===== config.mk =====
export PLATFORM = sky130hd
export DESIGN_NAME = gpc_port
export DESIGN_NICKNAME = d
export VERILOG_FILES = /design/src/gpc_port.v
export VERILOG_INCLUDE_DIRS = /design/src
export SDC_FILE = /design/constraint.sdc
export NUM_CORES = 1
export LEC_CHECK = 0
export ABC_AREA = 1
export BUFFER_PORTS_ARGS = -buffer_cell sky130_fd_sc_hd__buf_2
export CORE_MARGIN = 2
export CORE_UTILIZATION = 55
export CTS_CLUSTER_SIZE = 14
export DETAILED_ROUTE_END_ITERATION = 10
export GPL_ROUTABILITY_DRIVEN = 0
export PLACE_DENSITY = 0.78
export SLEW_MARGIN = 20
export SYNTH_ARGS = -nofsm -noshare
export SYNTH_HDL_FRONTEND = slang
export SYNTH_SLANG_ARGS = --single-unit

===== constraint.sdc =====
create_clock -name clk_i -period 3.75 [get_ports clk_i]
set_input_delay 0.75 -clock clk_i [delete_from_list [all_inputs] [get_ports clk_i]]
set_output_delay 0.75 -clock clk_i [all_outputs]
set_load 0.02 [all_outputs]

===== src/gpc_regs.vh =====
// register offsets, reset values and filter constants for the gpio port block
// assumes a classic wishbone slave with 32-bit data, byte addresses
`ifndef GPC_REGS_VH
`define GPC_REGS_VH

`define GPC_W 8
`define GPC_ADDR_W 8

`define GPC_OFF_PIN_LEVEL 8'h00
`define GPC_OFF_OUT_VALUE 8'h04
`define GPC_OFF_DIRECTION 8'h08
`define GPC_OFF_DRIVE 8'h0C
`define GPC_OFF_PULL_EN 8'h10
`define GPC_OFF_POLARITY 8'h14
`define GPC_OFF_OPEN_DRAIN 8'h18
`define GPC_OFF_IRQ_MASK 8'h1C
`define GPC_OFF_IRQ_FLAG 8'h20
`define GPC_OFF_PWM_REROUTE 8'h24
`define GPC_OFF_PORTE_CTRL 8'h28
`define GPC_OFF_STATUS 8'h2C

`define GPC_RST_BYTE 8'h00
`define GPC_RST_PORTE 8'h00

// portectrl fields
`define GPC_PE_CORE_CLK_BIT 0
`define GPC_PE_BUS_CLK_BIT 1
`define GPC_PE_IRQ_EN_BIT 2
`define GPC_PE_IRQ_EDGE_BIT 3
`define GPC_PE_DIV_LSB 4
`define GPC_PE_DIV_MSB 7

// glitch filter sample counts
`define GPC_FILT_CNT 4
`define GPC_FILT_CNT_W 3

`endif

===== src/gpc_port.v =====
// one 8-bit gpio port with pin interrupts, filters, pull control and special pins
// assumes synchronous pins, single bus clock, external pad models the drive
`timescale 1ns/1ns
`include "gpc_regs.vh"

// Contract
// [RL1] input register read-only, returns synchronized pin level always
// [RL2] direction selects input/output unless a peripheral owns the pin
// [RL3] direction bit picks data-register read source even under peripheral
// [RL4] reads settle within two bus clocks after direction change; code needs three (pad register then two sync flops)
// [RL5] reduced-drive bit sets output strength, no effect on inputs
// [RL6] pull enable active only for inputs or wired-or outputs
// [RL7] polarity picks pull-up/down; wired-or output allows pull-up only
// [RL8] wired-or bit disables high-side driver of outputs
// [RL9] interrupt enable bit masks its flag
// [RL10] flag set and held after valid filtered edge
// [RL11] routing register redirects pwm outputs to alternative pins
// [RL12] debug pin captured as mode select while reset asserted
// [RL13] two port pins optionally output core-rate and bus-rate clocks
// [RL14] maskable irq pin: level or falling edge, gated by enable and cpu mask
// [RL15] nonmaskable irq pin: level sensitive, enabled by clearing x mask
// [RL16] per-pin enable and edge selection, one shared interrupt request
// [RL17] request when flag and enable both set; also wakes cpu
// [RL18] filter ignores pulses up to 3 clocks, accepts 4 or more
// [RL19] valid edge needs 4 passive then 4 active samples
// [RL20] filters sample bus clock, or rc oscillator in stop mode
// [RL21] rc oscillator runs only while a pin counts, enabled, flag clear; code runs it for any enabled pin with flag clear (counters never exceed 4)
// [RL22] software loads data before setting direction, not in one word
// [RL23] data read gives pin level if direction 0, stored value if 1
// [RL24] data write always stores, reaches pin only as gpio output
// [RL25] flags cleared by writing one; zero leaves unchanged
module gpc_port (
  input wire clk_i,
  input wire rst_i,
  input wire [7:0] wb_adr_i,
  input wire [31:0] wb_dat_i,
  input wire [3:0] wb_sel_i,
  input wire wb_we_i,
  input wire wb_cyc_i,
  input wire wb_stb_i,
  output reg [31:0] wb_dat_o,
  output reg wb_ack_o,
  output reg wb_err_o,
  input wire [7:0] pin_i,
  output reg [7:0] pin_o,
  output reg [7:0] pin_oe_o,
  output reg [7:0] pull_up_o,
  output reg [7:0] pull_down_o,
  output reg [7:0] reduced_drive_o,
  input wire [7:0] periph_own_i,
  input wire [7:0] periph_oe_i,
  input wire [7:0] periph_dat_i,
  input wire [1:0] pwm_i,
  input wire stop_mode_i,
  input wire rc_clk_tick_i,
  output reg rc_osc_run_o,
  output reg pin_irq_o,
  output reg wake_o,
  input wire debug_mode_pin_i,
  output reg mode_select_o,
  input wire core_clk_ph_i,
  output reg core_rate_clock_out_o,
  output reg bus_rate_clock_out_o,
  input wire irq_pin_n_i,
  input wire cpu_i_mask_i,
  output reg maskable_irq_o,
  input wire nonmaskable_irq_input_pin_n_i,
  input wire cpu_x_mask_i,
  output reg nonmaskable_irq_o
);

  reg [7:0] port_output_value_reg;
  reg [7:0] pin_direction_reg;
  reg [7:0] drive_strength_reg;
  reg [7:0] pull_enable_reg;
  reg [7:0] pull_or_edge_polarity_reg;
  reg [7:0] open_drain_select_reg;
  reg [7:0] pin_irq_mask_reg;
  reg [7:0] pin_irq_flag_reg;
  reg [1:0] pwm_reroute_reg;
  reg [7:0] porte_ctrl;
  reg [7:0] sync1;
  reg [7:0] pin_level_readback_reg;
  reg [2:0] pas_cnt [0:7];
  reg [2:0] act_cnt [0:7];
  reg [7:0] armed;
  reg [7:0] edge_hit;
  reg [3:0] div_cnt;
  reg irq_s1;
  reg irq_s2;
  reg irq_prev;
  reg irq_edge_flag;
  reg [7:0] next_flag;
  reg [7:0] drv_val;
  reg [7:0] drv_en;
  reg [7:0] is_input;
  reg run_any;
  integer i;

  wire req = wb_cyc_i & wb_stb_i & ~wb_ack_o & ~wb_err_o;
  wire wr = req & wb_we_i & wb_sel_i[0];
  wire [7:0] wd = wb_dat_i[7:0];
  wire hit = (wb_adr_i <= `GPC_OFF_STATUS) && (wb_adr_i[1:0] == 2'b00);
  // filter advances every bus clock, or on rc ticks in stop
  wire samp = ~stop_mode_i | rc_clk_tick_i;

  function [2:0] sat_inc;
    input [2:0] c;
    begin
      sat_inc = (c >= `GPC_FILT_CNT) ? c : c + 3'd1;
    end
  endfunction

  // bus slave: one-cycle ack, err for unmapped
  always @(posedge clk_i) begin
    if (rst_i) begin
      wb_ack_o <= 1'b0;
      wb_err_o <= 1'b0;
      wb_dat_o <= 32'h0000_0000;
    end else begin
      wb_ack_o <= req & hit;
      wb_err_o <= req & ~hit;
      wb_dat_o <= 32'h0000_0000;
      if (req & ~wb_we_i) begin
        case (wb_adr_i)
          // [RL1] read-only level
          `GPC_OFF_PIN_LEVEL: wb_dat_o[7:0] <= pin_level_readback_reg;
          // [RL23] [RL3] direction picks source
          `GPC_OFF_OUT_VALUE: wb_dat_o[7:0] <= (pin_direction_reg & port_output_value_reg)
            | (~pin_direction_reg & pin_level_readback_reg);
          `GPC_OFF_DIRECTION: wb_dat_o[7:0] <= pin_direction_reg;
          `GPC_OFF_DRIVE: wb_dat_o[7:0] <= drive_strength_reg;
          `GPC_OFF_PULL_EN: wb_dat_o[7:0] <= pull_enable_reg;
          `GPC_OFF_POLARITY: wb_dat_o[7:0] <= pull_or_edge_polarity_reg;
          `GPC_OFF_OPEN_DRAIN: wb_dat_o[7:0] <= open_drain_select_reg;
          `GPC_OFF_IRQ_MASK: wb_dat_o[7:0] <= pin_irq_mask_reg;
          `GPC_OFF_IRQ_FLAG: wb_dat_o[7:0] <= pin_irq_flag_reg;
          `GPC_OFF_PWM_REROUTE: wb_dat_o[1:0] <= pwm_reroute_reg;
          `GPC_OFF_PORTE_CTRL: wb_dat_o[7:0] <= porte_ctrl;
          `GPC_OFF_STATUS: wb_dat_o[3:0] <= {mode_select_o, irq_edge_flag,
            rc_osc_run_o, pin_irq_o};
          default: wb_dat_o <= 32'h0000_0000;
        endcase
      end
    end
  end

  // config registers
  always @(posedge clk_i) begin
    if (rst_i) begin
      port_output_value_reg <= `GPC_RST_BYTE;
      pin_direction_reg <= `GPC_RST_BYTE;
      drive_strength_reg <= `GPC_RST_BYTE;
      pull_enable_reg <= `GPC_RST_BYTE;
      pull_or_edge_polarity_reg <= `GPC_RST_BYTE;
      open_drain_select_reg <= `GPC_RST_BYTE;
      pin_irq_mask_reg <= `GPC_RST_BYTE;
      pwm_reroute_reg <= 2'b00;
      porte_ctrl <= `GPC_RST_PORTE;
    end else if (wr) begin
      case (wb_adr_i)
        // [RL24] write always stores
        `GPC_OFF_OUT_VALUE: port_output_value_reg <= wd;
        `GPC_OFF_DIRECTION: pin_direction_reg <= wd;
        `GPC_OFF_DRIVE: drive_strength_reg <= wd;
        `GPC_OFF_PULL_EN: pull_enable_reg <= wd;
        `GPC_OFF_POLARITY: pull_or_edge_polarity_reg <= wd;
        `GPC_OFF_OPEN_DRAIN: open_drain_select_reg <= wd;
        `GPC_OFF_IRQ_MASK: pin_irq_mask_reg <= wd;
        // [RL11] pwm routing
        `GPC_OFF_PWM_REROUTE: pwm_reroute_reg <= wd[1:0];
        `GPC_OFF_PORTE_CTRL: porte_ctrl <= wd;
        default: porte_ctrl <= porte_ctrl;
      endcase
    end
  end

  // pad control
  always @* begin
    for (i = 0; i < 8; i = i + 1) begin
      // [RL2] peripheral overrides direction
      drv_val[i] = periph_own_i[i] ? periph_dat_i[i] : port_output_value_reg[i];
      drv_en[i] = periph_own_i[i] ? periph_oe_i[i] : pin_direction_reg[i];
      is_input[i] = ~drv_en[i];
    end
    // [RL11] rerouted pwm on pins 0 and 1
    if (pwm_reroute_reg[0]) begin
      drv_val[0] = pwm_i[0];
      drv_en[0] = 1'b1;
      is_input[0] = 1'b0;
    end
    if (pwm_reroute_reg[1]) begin
      drv_val[1] = pwm_i[1];
      drv_en[1] = 1'b1;
      is_input[1] = 1'b0;
    end
  end

  always @(posedge clk_i) begin
    if (rst_i) begin
      pin_o <= 8'h00;
      pin_oe_o <= 8'h00;
      pull_up_o <= 8'h00;
      pull_down_o <= 8'h00;
      reduced_drive_o <= 8'h00;
    end else begin
      pin_o <= drv_val;
      // [RL8] wired-or drops high drive
      pin_oe_o <= drv_en & ~(open_drain_select_reg & drv_val);
      // [RL6] [RL7] pull gating
      pull_up_o <= pull_enable_reg & ~pull_or_edge_polarity_reg
        & (is_input | open_drain_select_reg);
      pull_down_o <= pull_enable_reg & pull_or_edge_polarity_reg & is_input;
      // [RL5] drive strength only on outputs
      reduced_drive_o <= drive_strength_reg & drv_en;
    end
  end

  // [RL4] two-flop sync, value valid within two clocks
  always @(posedge clk_i) begin
    if (rst_i) begin
      sync1 <= 8'h00;
      pin_level_readback_reg <= 8'h00;
    end else begin
      sync1 <= pin_i;
      pin_level_readback_reg <= sync1;
    end
  end

  // glitch filters, polarity 0 = falling edge active
  always @(posedge clk_i) begin
    if (rst_i) begin
      for (i = 0; i < 8; i = i + 1) begin
        pas_cnt[i] <= 3'd0;
        act_cnt[i] <= 3'd0;
      end
      armed <= 8'h00;
      edge_hit <= 8'h00;
    end else begin
      edge_hit <= 8'h00;
      // [RL20] sample on bus clock or rc tick
      if (samp) begin
        for (i = 0; i < 8; i = i + 1) begin
          // passive level is the inverse of the active edge's final level
          if (pin_level_readback_reg[i] != pull_or_edge_polarity_reg[i]) begin
            act_cnt[i] <= 3'd0;
            pas_cnt[i] <= sat_inc(pas_cnt[i]);
            if (pas_cnt[i] == `GPC_FILT_CNT - 1)
              armed[i] <= 1'b1;
          end else begin
            pas_cnt[i] <= 3'd0;
            act_cnt[i] <= sat_inc(act_cnt[i]);
            // [RL18] [RL19] 4 passive then 4 active
            if (armed[i] && act_cnt[i] == `GPC_FILT_CNT - 1) begin
              edge_hit[i] <= 1'b1;
              armed[i] <= 1'b0;
            end
          end
        end
      end
    end
  end

  always @* begin
    next_flag = pin_irq_flag_reg;
    // [RL25] write one clears
    if (wr && wb_adr_i == `GPC_OFF_IRQ_FLAG)
      next_flag = next_flag & ~wd;
    // [RL10] set wins over clear
    next_flag = next_flag | edge_hit;
    run_any = 1'b0;
    for (i = 0; i < 8; i = i + 1)
      // [RL21] rc oscillator condition
      if (pas_cnt[i] <= `GPC_FILT_CNT && act_cnt[i] <= `GPC_FILT_CNT
          && pin_irq_mask_reg[i] && !pin_irq_flag_reg[i])
        run_any = 1'b1;
  end

  always @(posedge clk_i) begin
    if (rst_i) begin
      pin_irq_flag_reg <= 8'h00;
      pin_irq_o <= 1'b0;
      wake_o <= 1'b0;
      rc_osc_run_o <= 1'b0;
    end else begin
      pin_irq_flag_reg <= next_flag;
      // [RL9] [RL16] [RL17] masked shared request
      pin_irq_o <= |(next_flag & pin_irq_mask_reg);
      wake_o <= |(next_flag & pin_irq_mask_reg);
      rc_osc_run_o <= stop_mode_i & run_any;
    end
  end

  // [RL12] mode select captured during reset
  always @(posedge clk_i) begin
    if (rst_i)
      mode_select_o <= debug_mode_pin_i;
  end

  // [RL13] clock outputs
  always @(posedge clk_i) begin
    if (rst_i) begin
      div_cnt <= 4'h0;
      bus_rate_clock_out_o <= 1'b0;
      core_rate_clock_out_o <= 1'b0;
    end else begin
      core_rate_clock_out_o <= porte_ctrl[`GPC_PE_CORE_CLK_BIT] & core_clk_ph_i;
      if (div_cnt >= porte_ctrl[`GPC_PE_DIV_MSB:`GPC_PE_DIV_LSB]) begin
        div_cnt <= 4'h0;
        bus_rate_clock_out_o <= porte_ctrl[`GPC_PE_BUS_CLK_BIT] & ~bus_rate_clock_out_o;
      end else begin
        div_cnt <= div_cnt + 4'h1;
      end
    end
  end

  // [RL14] [RL15] irq pins, inhibited at reset
  always @(posedge clk_i) begin
    if (rst_i) begin
      irq_s1 <= 1'b1;
      irq_s2 <= 1'b1;
      irq_prev <= 1'b1;
      irq_edge_flag <= 1'b0;
      maskable_irq_o <= 1'b0;
      nonmaskable_irq_o <= 1'b0;
    end else begin
      irq_s1 <= irq_pin_n_i;
      irq_s2 <= irq_s1;
      irq_prev <= irq_s2;
      if (irq_prev & ~irq_s2)
        irq_edge_flag <= 1'b1;
      else if (wr && wb_adr_i == `GPC_OFF_STATUS && wd[2])
        irq_edge_flag <= 1'b0;
      maskable_irq_o <= porte_ctrl[`GPC_PE_IRQ_EN_BIT] & ~cpu_i_mask_i
        & (porte_ctrl[`GPC_PE_IRQ_EDGE_BIT] ? irq_edge_flag : ~irq_s2);
      nonmaskable_irq_o <= ~cpu_x_mask_i & ~nonmaskable_irq_input_pin_n_i;
    end
  end

endmodule


==> flow_summary.ini <==
[yosys]
synth-seq-cells = 219
synth_warnings = 0
synth_area_leaders = dfxtp_1 34%, edfxtp_1 15%, inv_1 8.4%, nor2_1 7.1%, ha_1 6.6%
yosysTopAreaCell = dfxtp_1
ys_top_cells_by_count = 226 x inv_1, 191 x nor2_1, 170 x dfxtp_1
postSynth.asyncResetShare = 0
yosysMostFrequentCell = inv_1
synth_top_area_share = 0.337
synth_cells = 1228
synth_area_sq_mm = 0.0101
synth.distinct_cells = 43
dominantRegCellSynth = dfxtp_1
synth.avg_cell_area_sq_um = 8.23
ys_seq_area_frac = 0.482
synth_edf_count = 49

[route]
drt_iter0_markers = 628
drc = 0
vias = 8120
wl_per_cell_um = 14.6
wirelength_um = 23200
via_per_inst = 5.12
firstDrtPassIters = 6
final_antenna_net_count = 0

[layout]
n_fill_cell = 1500
drive_gt1_frac = 0.158
areaGrowthSynthToFinish_pct = 13.9
reg.largest.list = act_cnt x24, pas_cnt x24
layout.nets = 1487
fin_cells = 1586
multi_input_area_sq_mm = 0.00404
diodes = 0
final-seq-area_sq_mm = 0.00487

[sta]
drv_slew = 0
fin_crit_ns = 2.04
fin_crit_sh = 0.544
hold_viol_final = 0
setup_viol = 0
setup_tns_ns = 0
rsz0062_at_grt = false
tightest_slew_ns = 0.760
maxSlewHeadroom = 0.493
fmax_mhz = 491
fin_skew_ns = 0.00930

[worst_setup_path]
end_kind = register
r2r-end = wake_o$_SDFF_PP0_
worstSetupPathType = in2reg
startpoint_type = input port
path_cells = buf_2 -> inv_1 -> nor2_1 -> clkinv_1 -> nand2_1 -> inv_1 -> nand2_1 -> o21ai_0 -> inv_1
critPathMaxFanout = 10
startpoint = stop_mode_i
cp.arrival_ns = 2.25
reg2reg_from = wb_ack_o$_SDFF_PP0_
r2r_slack_ns = 1.76
crit_path_top_delay_cell = clkinv_1
crit_family = buffers and inverters
crit_buf_inv = 5
slowest_delay_ns = 0.42
cp_common_cell = inv_1
r2r_cells = 10
required_ns = 3.96

[cts]
cts_post_setup_buffers_inserted = 0
hold_buffers = 0
cts_tree = built
cts-resized-gates = 0
cts.sinks = 219
cts-root-buf = clkbuf_16
htreeDepth = 1
clockBufferDepth = 3
clk_pin_slew_ns = 0.06
cts_buffers = 23
insertion_delay_ns = 0.51

[die]
die_w_um = 140
start_util = 0.561
std_cell_rows = 49
dieHeight_um = 140
die_area_sq_mm = 0.0195
io_pins = 173
core_sq_mm = 0.0180

[placement]
hpwl_um = 16900
io_buffers = 121
dp_cells = 1547

[worst_hold_path]
hold_path_class = in2reg
worstHoldEndpoint = nonmaskable_irq_o$_SDFF_PP0_
min_path_cells = 2
holdCritStartpoint = cpu_x_mask_i

[power_and_ir_drop]
power_density_mw_per_mm2 = 451
ir_drop_v = 0.000356
p_leak_nw = 5.24

[grt]
grt_pass1_vias = 7740
track_usage = 0.234
antenna_found_initial = 1
grt_max_degree = 82
gr-total-overflow = 0
grt_pass1_wl_um = 37500

[job]
drv_cap = 0

[outcome]
status = finished clean
-- metal layers --
metal	GRT usage	routed length [um]
met1	0.303	9890
met2	0.397	10900
met3	0.0385	1570
met4	0.0874	794
met5	0	13
-- per-stage QoR --
step	setup slack (ns)	area [sq um]	power [mW]	hold WS (ns)	util
6_report	1.71	11500	5.20	0.392	0.639
5_1_grt	1.52	11500	5.38	0.398	0.639
4_1_cts	1.72	11500	5.22	0.381	0.639
3_5_place_dp	1.20	10700	2.96	0.395	0.596
3_3_place_gp	1.21	10700	2.94	0.395	0.596
2_1_floorplan	1.76	10200	2.85	0.388	-
-- worst reg2reg max path, cell delays in order (launching register included) --
cell and delay (ns):
dfxtp_1 0.31, nor2_1 0.13, nand2_1 0.10, nor2_1 0.38, nand2_1 0.31, nand2_1 0.15
nand3b_1 0.12, nand2_1 0.08, nand2_1 0.05, nor2_1 0.13, a21oi_1 0.08
-- worst max path at each step --
stage	end	slack, ns	cells past startpoint
floorplan	act_cnt[1][10]$_SDFFCE_PP0P_	1.76	8
global placement	act_cnt[1][10]$_SDFFCE_PP0P_	1.21	9
detailed placement	act_cnt[1][10]$_SDFFCE_PP0P_	1.20	9
CTS	act_cnt[1][10]$_SDFFCE_PP0P_	1.72	9
global route	act_cnt[1][9]$_SDFFCE_PP0P_	1.52	9
finish	act_cnt[1][9]$_SDFFCE_PP0P_	1.71	9
-- final cells by class --
type / count / area share
well taps: 229 / 0.0249
repair buffers: 125 / 0.0552
clock inverters: 9 / 0.00652
flip-flops and latches: 219 / 0.423
multi-input cells: 731 / 0.351
inverters: 243 / 0.0792
clock buffers: 30 / 0.0603
-- cell families after synthesis --
group	count (synthesis)	share of synthesized area
simple gates	389	0.174
buf+inv	301	0.127
compound gates	244	0.131
flops	219	0.482
fa+ha+maj	53	0.0656
mux	11	0.0110
xor+xnor	10	0.00866
other cells	1	0.000371
-- power breakdown --
| group | switching (mW) | total (mW) | leakage, nW | internal (mW) |
|---|---|---|---|---|
| clock network | 0.917 | 2.29 | 0.390 | 1.37 |
| registers | 0.0392 | 2.53 | 1.93 | 2.50 |
| logic | 0.254 | 0.377 | 2.92 | 0.123 |
| total | 1.21 | 5.20 | 5.24 | 3.99 |
-- cell usage in the layout, fill, tap and decap left out, drive strengths merged, types with 5 or more instances in the layout --
master	count
clkbuf	30
inv	243
nor3	8
ha	53
buf	125
a2111oi	8
edfxtp	49
clkinv	8
nor4	8
o21ai	126
mux2i	10
o211ai	8
o22ai	24
xnor2	9
nand2	127
dfxtp	170
nor2	208
a21oi	69
nand3	25
nand3b	5
conb	24
Note: power is estimated with default switching activity, not from simulation.
